==> src/verilog/dram_host_defs.svh <==
// Timing constants for the dynamic RAM cycle controller.
// Assumes a 100 MHz controller clock; counts derive from the ns figures.
`ifndef DRAM_HOST_DEFS_SVH
`define DRAM_HOST_DEFS_SVH

// ----------------------------------------------------------------------
// Clock
// ----------------------------------------------------------------------
`define CLK_PERIOD_NS 10

// ----------------------------------------------------------------------
// Cycle limits in ns, slowest speed grade
// ----------------------------------------------------------------------
`define STROBE_HIGH_MIN_NS 300
`define STROBE_HIGH_MAX_NS 4000
`define STROBE_LOW_MIN_NS 130
`define RMW_CYCLE_MIN_NS 710
`define RMW_HIGH_MIN_NS 540
`define WRITE_LEAD_NS 240
`define ACCESS_NS 280
`define REFRESH_PERIOD_NS 2000000
`define REFRESH_ROWS 64

// ----------------------------------------------------------------------
// Cycle counts: least times round up, longest times round down
// ----------------------------------------------------------------------
`define NS_UP(ns) (((ns) + `CLK_PERIOD_NS - 1) / `CLK_PERIOD_NS)
`define NS_DOWN(ns) ((ns) / `CLK_PERIOD_NS)
`define STROBE_HIGH_MIN_CYC `NS_UP(`STROBE_HIGH_MIN_NS)
`define STROBE_HIGH_MAX_CYC `NS_DOWN(`STROBE_HIGH_MAX_NS)
`define STROBE_LOW_MIN_CYC `NS_UP(`STROBE_LOW_MIN_NS)
`define RMW_CYCLE_MIN_CYC `NS_UP(`RMW_CYCLE_MIN_NS)
`define RMW_HIGH_MIN_CYC `NS_UP(`RMW_HIGH_MIN_NS)
`define WRITE_LEAD_CYC `NS_UP(`WRITE_LEAD_NS)
`define ACCESS_CYC `NS_UP(`ACCESS_NS)
`define REFRESH_PERIOD_CYC `NS_DOWN(`REFRESH_PERIOD_NS)

// ----------------------------------------------------------------------
// Widths
// ----------------------------------------------------------------------
`define ADDR_W 12
`define ROW_W 6
`define CNT_W 10
`define REF_CNT_W 18

`endif

==> src/verilog/dram_host_pkg.sv <==
// Types shared by the dynamic RAM cycle controller and its refresh timer.
// Assumes dram_host_defs.svh is on the include path.
`include "dram_host_defs.svh"

package dram_host_pkg;

  // --------------------------------------------------------------------
  // Cycle phase and cycle kind
  // --------------------------------------------------------------------
  typedef enum logic [1:0] {PH_IDLE, PH_SETUP, PH_ACTIVE} phase_t;
  typedef enum logic [1:0] {OP_READ, OP_WRITE, OP_RMW, OP_REFRESH} op_t;

  // --------------------------------------------------------------------
  // Controller state
  // --------------------------------------------------------------------
  typedef struct packed {
    phase_t phase;
    op_t op;
    logic [`CNT_W-1:0] cnt;
    logic [`ADDR_W-1:0] addr;
    logic [`ROW_W-1:0] row;
    logic wdata;
    logic strobe;
    logic rw;
    logic sel_n;
    logic rdata;
    logic rsp;
  } ctl_state_t;

  // --------------------------------------------------------------------
  // Refresh timer state
  // --------------------------------------------------------------------
  typedef struct packed {
    logic [`REF_CNT_W-1:0] cnt;
    logic due;
  } ref_state_t;

endpackage : dram_host_pkg

==> src/verilog/refresh_timer.sv <==
// Row refresh pacing: raises a due flag once per row interval.
// Assumes the controller pulses TAKE when it starts a refresh cycle.
`timescale 1ns/100ps
`include "dram_host_defs.svh"

module refresh_timer #(
  parameter logic [`REF_CNT_W-1:0] INTERVAL_CYC = `REF_CNT_W'(3125)
) (
  // Clock and reset
  input wire logic REF_CLK,
  input wire logic RST_B,
  input wire logic CLK_EN,
  // Handshake with the controller
  input wire logic TAKE,
  output logic DUE
);

  dram_host_pkg::ref_state_t s_r;
  dram_host_pkg::ref_state_t s_nxt;

  // ----------------------------------------------------------------------
  // Next state
  // ----------------------------------------------------------------------
  always_comb begin
    s_nxt = s_r;
    if (TAKE) begin
      s_nxt.due = 1'b0;
    end
    // A tick in the same cycle as a take must not be lost
    if (s_r.cnt == '0) begin
      s_nxt.cnt = INTERVAL_CYC - `REF_CNT_W'(1);
      s_nxt.due = 1'b1;
    end else begin
      s_nxt.cnt = s_r.cnt - `REF_CNT_W'(1);
    end
  end

  always_ff @(posedge REF_CLK or negedge RST_B) begin
    if (!RST_B) begin
      s_r <= '0;
    end else if (CLK_EN) begin
      s_r <= s_nxt;
    end
  end

  assign DUE = s_r.due;

endmodule : refresh_timer

==> src/verilog/dram_host_ctl.sv <==
// Cycle controller that drives a 4096 x 1 dynamic RAM through its pins.
// Assumes the memory pins are sampled and driven on REF_CLK at 100 MHz.
`timescale 1ns/100ps
`include "dram_host_defs.svh"

module dram_host_ctl #(
  parameter int HIGH_CYC = `STROBE_HIGH_MIN_CYC,
  parameter int HIGH_MAX_CYC = `STROBE_HIGH_MAX_CYC,
  parameter int LOW_CYC = `STROBE_LOW_MIN_CYC,
  parameter int RMW_HIGH_CYC = `RMW_HIGH_MIN_CYC,
  parameter int RMW_CYCLE_CYC = `RMW_CYCLE_MIN_CYC,
  parameter int WRITE_LEAD_CYC = `WRITE_LEAD_CYC,
  parameter int ACCESS_CYC = `ACCESS_CYC,
  parameter int REFRESH_PERIOD_CYC = `REFRESH_PERIOD_CYC
) (
  // Clock, reset, enable
  input wire logic REF_CLK,
  input wire logic RST_B,
  input wire logic CLK_EN,
  // User request
  input wire logic REQ_VALID,
  output logic REQ_READY,
  input wire logic REQ_WRITE,
  input wire logic REQ_RMW,
  input wire logic [`ADDR_W-1:0] REQ_ADDR,
  input wire logic REQ_WDATA,
  // User answer
  output logic RSP_VALID,
  output logic RSP_RDATA,
  // Memory pins
  output logic ARRAY_STROBE,
  output logic READ_WRITE_SELECT,
  output logic UNIT_SELECT_B,
  output logic [`ADDR_W-1:0] CELL_ADDRESS,
  output logic WRITE_DATA_IN,
  input wire logic READ_DATA_OUT
);

  // ----------------------------------------------------------------------
  // Derived lengths
  // ----------------------------------------------------------------------
  // Modify cycles need a longer low time to reach the full cycle length
  localparam int RMW_LOW_CYC = (RMW_CYCLE_CYC - RMW_HIGH_CYC > LOW_CYC) ?
    RMW_CYCLE_CYC - RMW_HIGH_CYC : LOW_CYC;
  // Truncation keeps the row interval short of the period, never over
  localparam int REF_INTERVAL = REFRESH_PERIOD_CYC / `REFRESH_ROWS;

  // ----------------------------------------------------------------------
  // Cycle length helpers
  // ----------------------------------------------------------------------
  // Strobe high length for a cycle kind, capped at the longest allowed
  // Limitation: a too long setting is clipped, not flagged
  function automatic logic [`CNT_W-1:0] high_len(
    input dram_host_pkg::op_t op
  );
    int n;
    n = (op == dram_host_pkg::OP_RMW) ? RMW_HIGH_CYC : HIGH_CYC;
    if (n > HIGH_MAX_CYC) begin
      n = HIGH_MAX_CYC;
    end
    high_len = n[`CNT_W-1:0];
  endfunction : high_len

  // Strobe low length that follows a cycle kind
  function automatic logic [`CNT_W-1:0] low_len(
    input dram_host_pkg::op_t op
  );
    int n;
    n = (op == dram_host_pkg::OP_RMW) ? RMW_LOW_CYC : LOW_CYC;
    low_len = n[`CNT_W-1:0];
  endfunction : low_len

  // Read data is taken on the first edge past the access time
  localparam logic [`CNT_W-1:0] ACCESS_AT = ACCESS_CYC[`CNT_W-1:0];
  // In modify cycles write select falls this many cycles ahead of the strobe fall
  localparam logic [`CNT_W-1:0] LEAD = WRITE_LEAD_CYC[`CNT_W-1:0];

  // ----------------------------------------------------------------------
  // State
  // ----------------------------------------------------------------------
  dram_host_pkg::ctl_state_t s_r;
  dram_host_pkg::ctl_state_t s_nxt;
  logic ref_due;
  logic ref_take;
  logic idle_free;

  // ----------------------------------------------------------------------
  // Refresh pacing
  // ----------------------------------------------------------------------
  refresh_timer #(
    .INTERVAL_CYC(REF_INTERVAL[`REF_CNT_W-1:0])
  ) u_refresh (
    .REF_CLK(REF_CLK),
    .RST_B(RST_B),
    .CLK_EN(CLK_EN),
    .TAKE(ref_take),
    .DUE(ref_due)
  );

  // ----------------------------------------------------------------------
  // Request handshake
  // ----------------------------------------------------------------------
  assign idle_free = (s_r.phase == dram_host_pkg::PH_IDLE) &&
    (s_r.cnt == '0);
  // Refresh has priority so a busy user cannot starve retention
  assign ref_take = CLK_EN && idle_free && ref_due;
  // Combinational so a waiting request is taken on the next edge
  assign REQ_READY = CLK_EN && idle_free && !ref_due;

  // ----------------------------------------------------------------------
  // Next state
  // ----------------------------------------------------------------------
  always_comb begin
    s_nxt = s_r;
    s_nxt.rsp = 1'b0;
    case (s_r.phase)
      dram_host_pkg::PH_IDLE: begin
        s_nxt.strobe = 1'b0;
        if (s_r.cnt != '0) begin
          // Precharge still running; pins hold for the hold times
          s_nxt.cnt = s_r.cnt - `CNT_W'(1);
        end else begin
          s_nxt.sel_n = 1'b1;
          s_nxt.rw = 1'b1;
          if (ref_take) begin
            // Deselected read of the next row refreshes it
            s_nxt.op = dram_host_pkg::OP_REFRESH;
            // Column bits do not matter here; zeros keep them quiet
            s_nxt.addr = {{(`ADDR_W-`ROW_W){1'b0}}, s_r.row};
            s_nxt.row = s_r.row + `ROW_W'(1);
            s_nxt.phase = dram_host_pkg::PH_SETUP;
          end else if (REQ_READY && REQ_VALID) begin
            if (REQ_RMW) begin
              s_nxt.op = dram_host_pkg::OP_RMW;
            end else if (REQ_WRITE) begin
              s_nxt.op = dram_host_pkg::OP_WRITE;
            end else begin
              s_nxt.op = dram_host_pkg::OP_READ;
            end
            s_nxt.addr = REQ_ADDR;
            s_nxt.wdata = REQ_WDATA;
            s_nxt.sel_n = 1'b0;
            // Plain writes go low before the rise; modify starts reading
            s_nxt.rw = REQ_RMW || !REQ_WRITE;
            s_nxt.phase = dram_host_pkg::PH_SETUP;
          end
        end
      end
      dram_host_pkg::PH_SETUP: begin
        // Address, select and data were set one cycle before the rise
        s_nxt.strobe = 1'b1;
        s_nxt.cnt = '0;
        s_nxt.phase = dram_host_pkg::PH_ACTIVE;
      end
      dram_host_pkg::PH_ACTIVE: begin
        s_nxt.cnt = s_r.cnt + `CNT_W'(1);
        // Writes and refresh leave the last read value standing
        if (s_r.cnt == ACCESS_AT && (s_r.op == dram_host_pkg::OP_READ ||
            s_r.op == dram_host_pkg::OP_RMW)) begin
          // Undo the memory's inversion so users see true data
          s_nxt.rdata = ~READ_DATA_OUT;
        end
        if (s_r.op == dram_host_pkg::OP_RMW &&
            s_r.cnt == high_len(s_r.op) - LEAD - `CNT_W'(1)) begin
          // Only a high to low move while the strobe is up
          s_nxt.rw = 1'b0;
        end
        if (s_r.cnt == high_len(s_r.op) - `CNT_W'(1)) begin
          s_nxt.strobe = 1'b0;
          s_nxt.cnt = low_len(s_r.op) - `CNT_W'(1);
          // Refresh cycles stay hidden from the user side
          s_nxt.rsp = (s_r.op != dram_host_pkg::OP_REFRESH);
          s_nxt.phase = dram_host_pkg::PH_IDLE;
        end
      end
      // Unused phase code: fall back to idle with the strobe low
      default: begin
        s_nxt.phase = dram_host_pkg::PH_IDLE;
        s_nxt.strobe = 1'b0;
      end
    endcase
  end

  // ----------------------------------------------------------------------
  // State register
  // ----------------------------------------------------------------------
  // Enable low holds every bit, the memory pins included
  always_ff @(posedge REF_CLK or negedge RST_B) begin
    if (!RST_B) begin
      s_r <= '{phase: dram_host_pkg::PH_IDLE, op: dram_host_pkg::OP_READ,
               cnt: '0, addr: '0, row: '0, wdata: 1'b0, strobe: 1'b0,
               rw: 1'b1, sel_n: 1'b1, rdata: 1'b0, rsp: 1'b0};
    end else if (CLK_EN) begin
      s_r <= s_nxt;
    end
  end

  // ----------------------------------------------------------------------
  // Outputs
  // ----------------------------------------------------------------------
  assign ARRAY_STROBE = s_r.strobe;
  assign READ_WRITE_SELECT = s_r.rw;
  assign UNIT_SELECT_B = s_r.sel_n;
  assign CELL_ADDRESS = s_r.addr;
  assign WRITE_DATA_IN = s_r.wdata;
  assign RSP_VALID = s_r.rsp;
  assign RSP_RDATA = s_r.rdata;

endmodule : dram_host_ctl

==> config.mk <==
export PLATFORM = sky130hd
export DESIGN_NAME = dram_host_ctl
export DESIGN_NICKNAME = d
export VERILOG_FILES = /design/src/verilog/dram_host_pkg.sv /design/src/verilog/refresh_timer.sv /design/src/verilog/dram_host_ctl.sv
export VERILOG_INCLUDE_DIRS = /design/src /design/src/verilog
export SDC_FILE = /design/constraint.sdc
export NUM_CORES = 1
export LEC_CHECK = 0
export ABC_CLOCK_PERIOD_IN_PS = 1900
export BUFFER_PORTS_ARGS = -buffer_cell sky130_fd_sc_hd__buf_2
export CORE_MARGIN = 4
export CORE_UTILIZATION = 35
export CTS_BUF_LIST = sky130_fd_sc_hd__clkbuf_16
export DETAILED_ROUTE_END_ITERATION = 8
export PLACE_DENSITY = 0.59
export SKIP_CTS_REPAIR_TIMING = 1
export SLEW_MARGIN = 40
export SYNTH_ARGS = -nofsm -noshare
export SYNTH_HDL_FRONTEND = slang
export SYNTH_SLANG_ARGS = --single-unit
==> constraint.sdc <==
create_clock -name REF_CLK -period 1.9 [get_ports REF_CLK]
set_input_delay 0.19 -clock REF_CLK [delete_from_list [all_inputs] [get_ports REF_CLK]]
set_output_delay 0.19 -clock REF_CLK [all_outputs]
set_load 0.01 [all_outputs]
==> impl_results.md <==
- Outcome: finished, violations left
- Failing checks: negative setup slack
- Initial core utilization: a little over a third
- Maximum VDD drop: between 0.0005 and 0.0006 V
- Period utilization: 109%
- Ranking of synthesized cells by area: dfrtp_1 41%, ha_1 4.1%, nand2_1 4.0%
- CP peak stage delay: between 0.4 and 0.5 ns
- Mapped Area: ~0.0034 mm²
- RSZ-0062 raised after global routing: yes
- Layout fillers: slightly above 800
- Largest net degree at the start of global routing: 37
- Synth area leader: dfrtp_1
- Post-route cell area: ~0.0048 mm²
- Placed Area: between 0.004 and 0.005 mm²
- P_leak: 2.20 nW
- Clk sinks: 57
- Async SR Flop Fraction: 100%
- Vias/cell: ~5.2
- Routed WL: 9.17 mm
- CP Launch Type: register
- Fin cells: just under 600
- Most common cell after layout, fill and taps aside: buf_4
- Die X: between 100 and 150 µm
- Final TNS setup: -1.63 ns
- Synth Area in Compound Gates: about 17%
- Synthesized Nets: 394
- Fin. max-slew vios: 0
- Worst EP arrival: roughly 1.9 ns
- HPWL after DPL: about 6.4 mm
- Total gr overflow: 0
- Die area: 0.0113 mm²
- Post-Synth Adder-Cell Area: between 4 and 5%
- Final WS setup: -0.175 ns
- Vias in the first global route: about 2900
- Fmax: between 400 and 500 MHz
- Post-synth EDFFs: 0
- First-pass GRT wire length: 14.4 mm
- Syn avg cell area: 9.36 µm²
- Vias: 3119
- Final net count: approximately 490
- Synth top area share: between 40% and 50%
- Top FF cell, synth: dfrtp_1
- Drt pass-1 iters: 5
- Mux share of post-synthesis cell area: 1.80%
- Max-cap violation count: 0
- N_diodes: 0
- Residual DRC count: 0
- DRT iter0 DRCs: approximately 200
- Clock Tree Buf Depth: 2
- Clk_skew: around 0.0062 ns
- WL/cell: about 15 µm
- Worst-Skew Late Latency: 0.33 ns
- Worst Path Required: about 1.7 ns
- Yosys cell types: 60
- Seq cells post-synth: between 50 and 60
- IO buf count: 38
- Worst Setup Path Type: reg -> out
- Clock Tree Root: clkbuf_16
- CP max stage cell: dfrtp_2
- Area grow syn2layout: 41.6%
- CTS H-tree lvls: 3
- Post-synthesis sequential area ratio: 42.0%
- TritonCTS clock tree: yes
- Main combinational cell family by area after synthesis: simple AND/OR/NAND/NOR gates
- Finish-stage setup viols: 24
- Cts bufs inserted: 9
- Max_slew headroom: between 60% and 70%
- GPL Wtd Cong: 0.917
- Synth Area in Simple Gates: between 20% and 30%
- XOR/XNOR Fraction of Synth Area: between 4 and 5%
- Worst min-delay path class: in -> reg
- Fin. Hold Viols: 0
- Total track usage: 16.1%
- Worst-path maximum fanout: 6
- Placed instance count: between 500 and 600
- Cell Rows: 35
- Antenna violations before repair: 0
- I/O pin cnt: 39
- Clock slew at reported path FFs: approximately 0.05 ns
- Hold WS: roughly 0.038 ns
- Die height: approximately 110 µm
- ANT nets after route: 0
- Core Box Area: around 0.0093 mm²
- Slew @ Worst Pin: ~0.53 ns
- PD cells: between 1000 and 1500 mW/mm²
- Critical Path Sink Type: primary output
- Syn Inst Count: 363
- Most frequent cells in the layout: 64 x buf_4, 54 x dfrtp_1, 38 x buf_2
- Crit path time final: between 2 and 2.5 ns
- Layout cells sized above 1: between 40 and 50%
- Yosys warns: 0
- CP cell instances: buf_6, nor4b_4, buf_4, nand4_1, nor2_2, buf_2
[power by group]
part           total, mW  switching [mW]  internal [mW]
Clock               1.61           0.598           1.01
Sequential          1.89           0.309           1.58
Combinational       3.49            1.74           1.75
[critical path: cells and delay by family (launching register included)]
family	cells	cell delay, ns
and+or+nand+nor	3	0.65
buffers and inverters	3	0.46
DFF	1	0.44
[routing by layer]
metal / up-vias / share of wire [%] / global-route usage, %
met3: 14 / 5.6 / 3.10
met4: 0 / 2.1 / 7.85
met2: 106 / 44 / 23.3
li1: 1518 / - / -
met5: - / 0 / 0
met1: 1481 / 48 / 22.8
[path summary, 6_finish.rpt]
check / slack (ns) / end / start / depth (start not counted)
max: -0.17 / REQ_READY / s_r[27] / 6
max in group asynchronous: 0.86 / READ_WRITE_SELECT / RST_B / 3
max reg2reg: -0.13 / u_refresh.s_r[9] / u_refresh.s_r[16] / 6
min reg2reg: 0.47 / s_r[9] / s_r[9] / 1
min: 0.04 / RSP_RDATA / READ_DATA_OUT / 2
min in group asynchronous: 0.39 / CELL_ADDRESS[11] / RST_B / 2
[cell families after synthesis]
logic type	count (synthesis)
adder cells (fa/ha/maj)	11
multiplexers	6
AND/OR/NAND/NOR	140
AO/OA/AOI/OAI	88
flip-flops	57
XOR/XNOR	17
buffers and inverters	44
[sequential cells by signal (all words and copies together) (netlist names)]
register	cells
RSP_RDATA	1
UNIT_SELECT_B	1
u_refresh.DUE	1
WRITE_DATA_IN	1
READ_WRITE_SELECT	1
u_refresh.s_r	18
RSP_VALID	1
s_r	20
ARRAY_STROBE	1
CELL_ADDRESS	12
[metrics by stage]
stage	worst slack, ns	utilization, %	power, mW
finish	-0.175	51.6	6.99
global route	-0.247	51.6	7.43
CTS	-0.331	47.4	6.38
detailed placement	-0.108	44.2	4.74
global placement	-0.0618	44.2	4.70
floorplan	-0.129	-	3.68
[cell usage after synthesis, types with 3 or more instances]
master / n
clkbuf_1: 9
nand2_1: 36
nand2b_1: 3
nand4b_1: 3
a21oi_1: 23
o31ai_1: 4
nor3_1: 10
nand3_1: 6
nand4_1: 6
ha_1: 11
nor4_4: 3
xor2_1: 5
and2_1: 4
a22o_1: 8
a31oi_1: 4
or3_1: 3
nand3b_1: 4
xnor2_1: 12
and3_1: 4
buf_4: 12
nor4b_1: 6
o21ai_0: 17
inv_1: 15
dfrtp_1: 55
a211oi_1: 4
or2_2: 3
o22ai_1: 6
nor2_1: 27
buf_2: 7
mux2i_1: 5
nor4_1: 4
[final cells by class]
type,count,area (µm²),share of cell area [%]
sequential,57,1430,29.7
clock buffer,9,225,4.68
clock inverter,7,71.3,1.48
inverter,15,56.3,1.17
tap,129,161,3.36
multi-input combinational,262,1990,41.4
timing repair buffer,118,876,18.2
(Power assumes the default switching activity.)
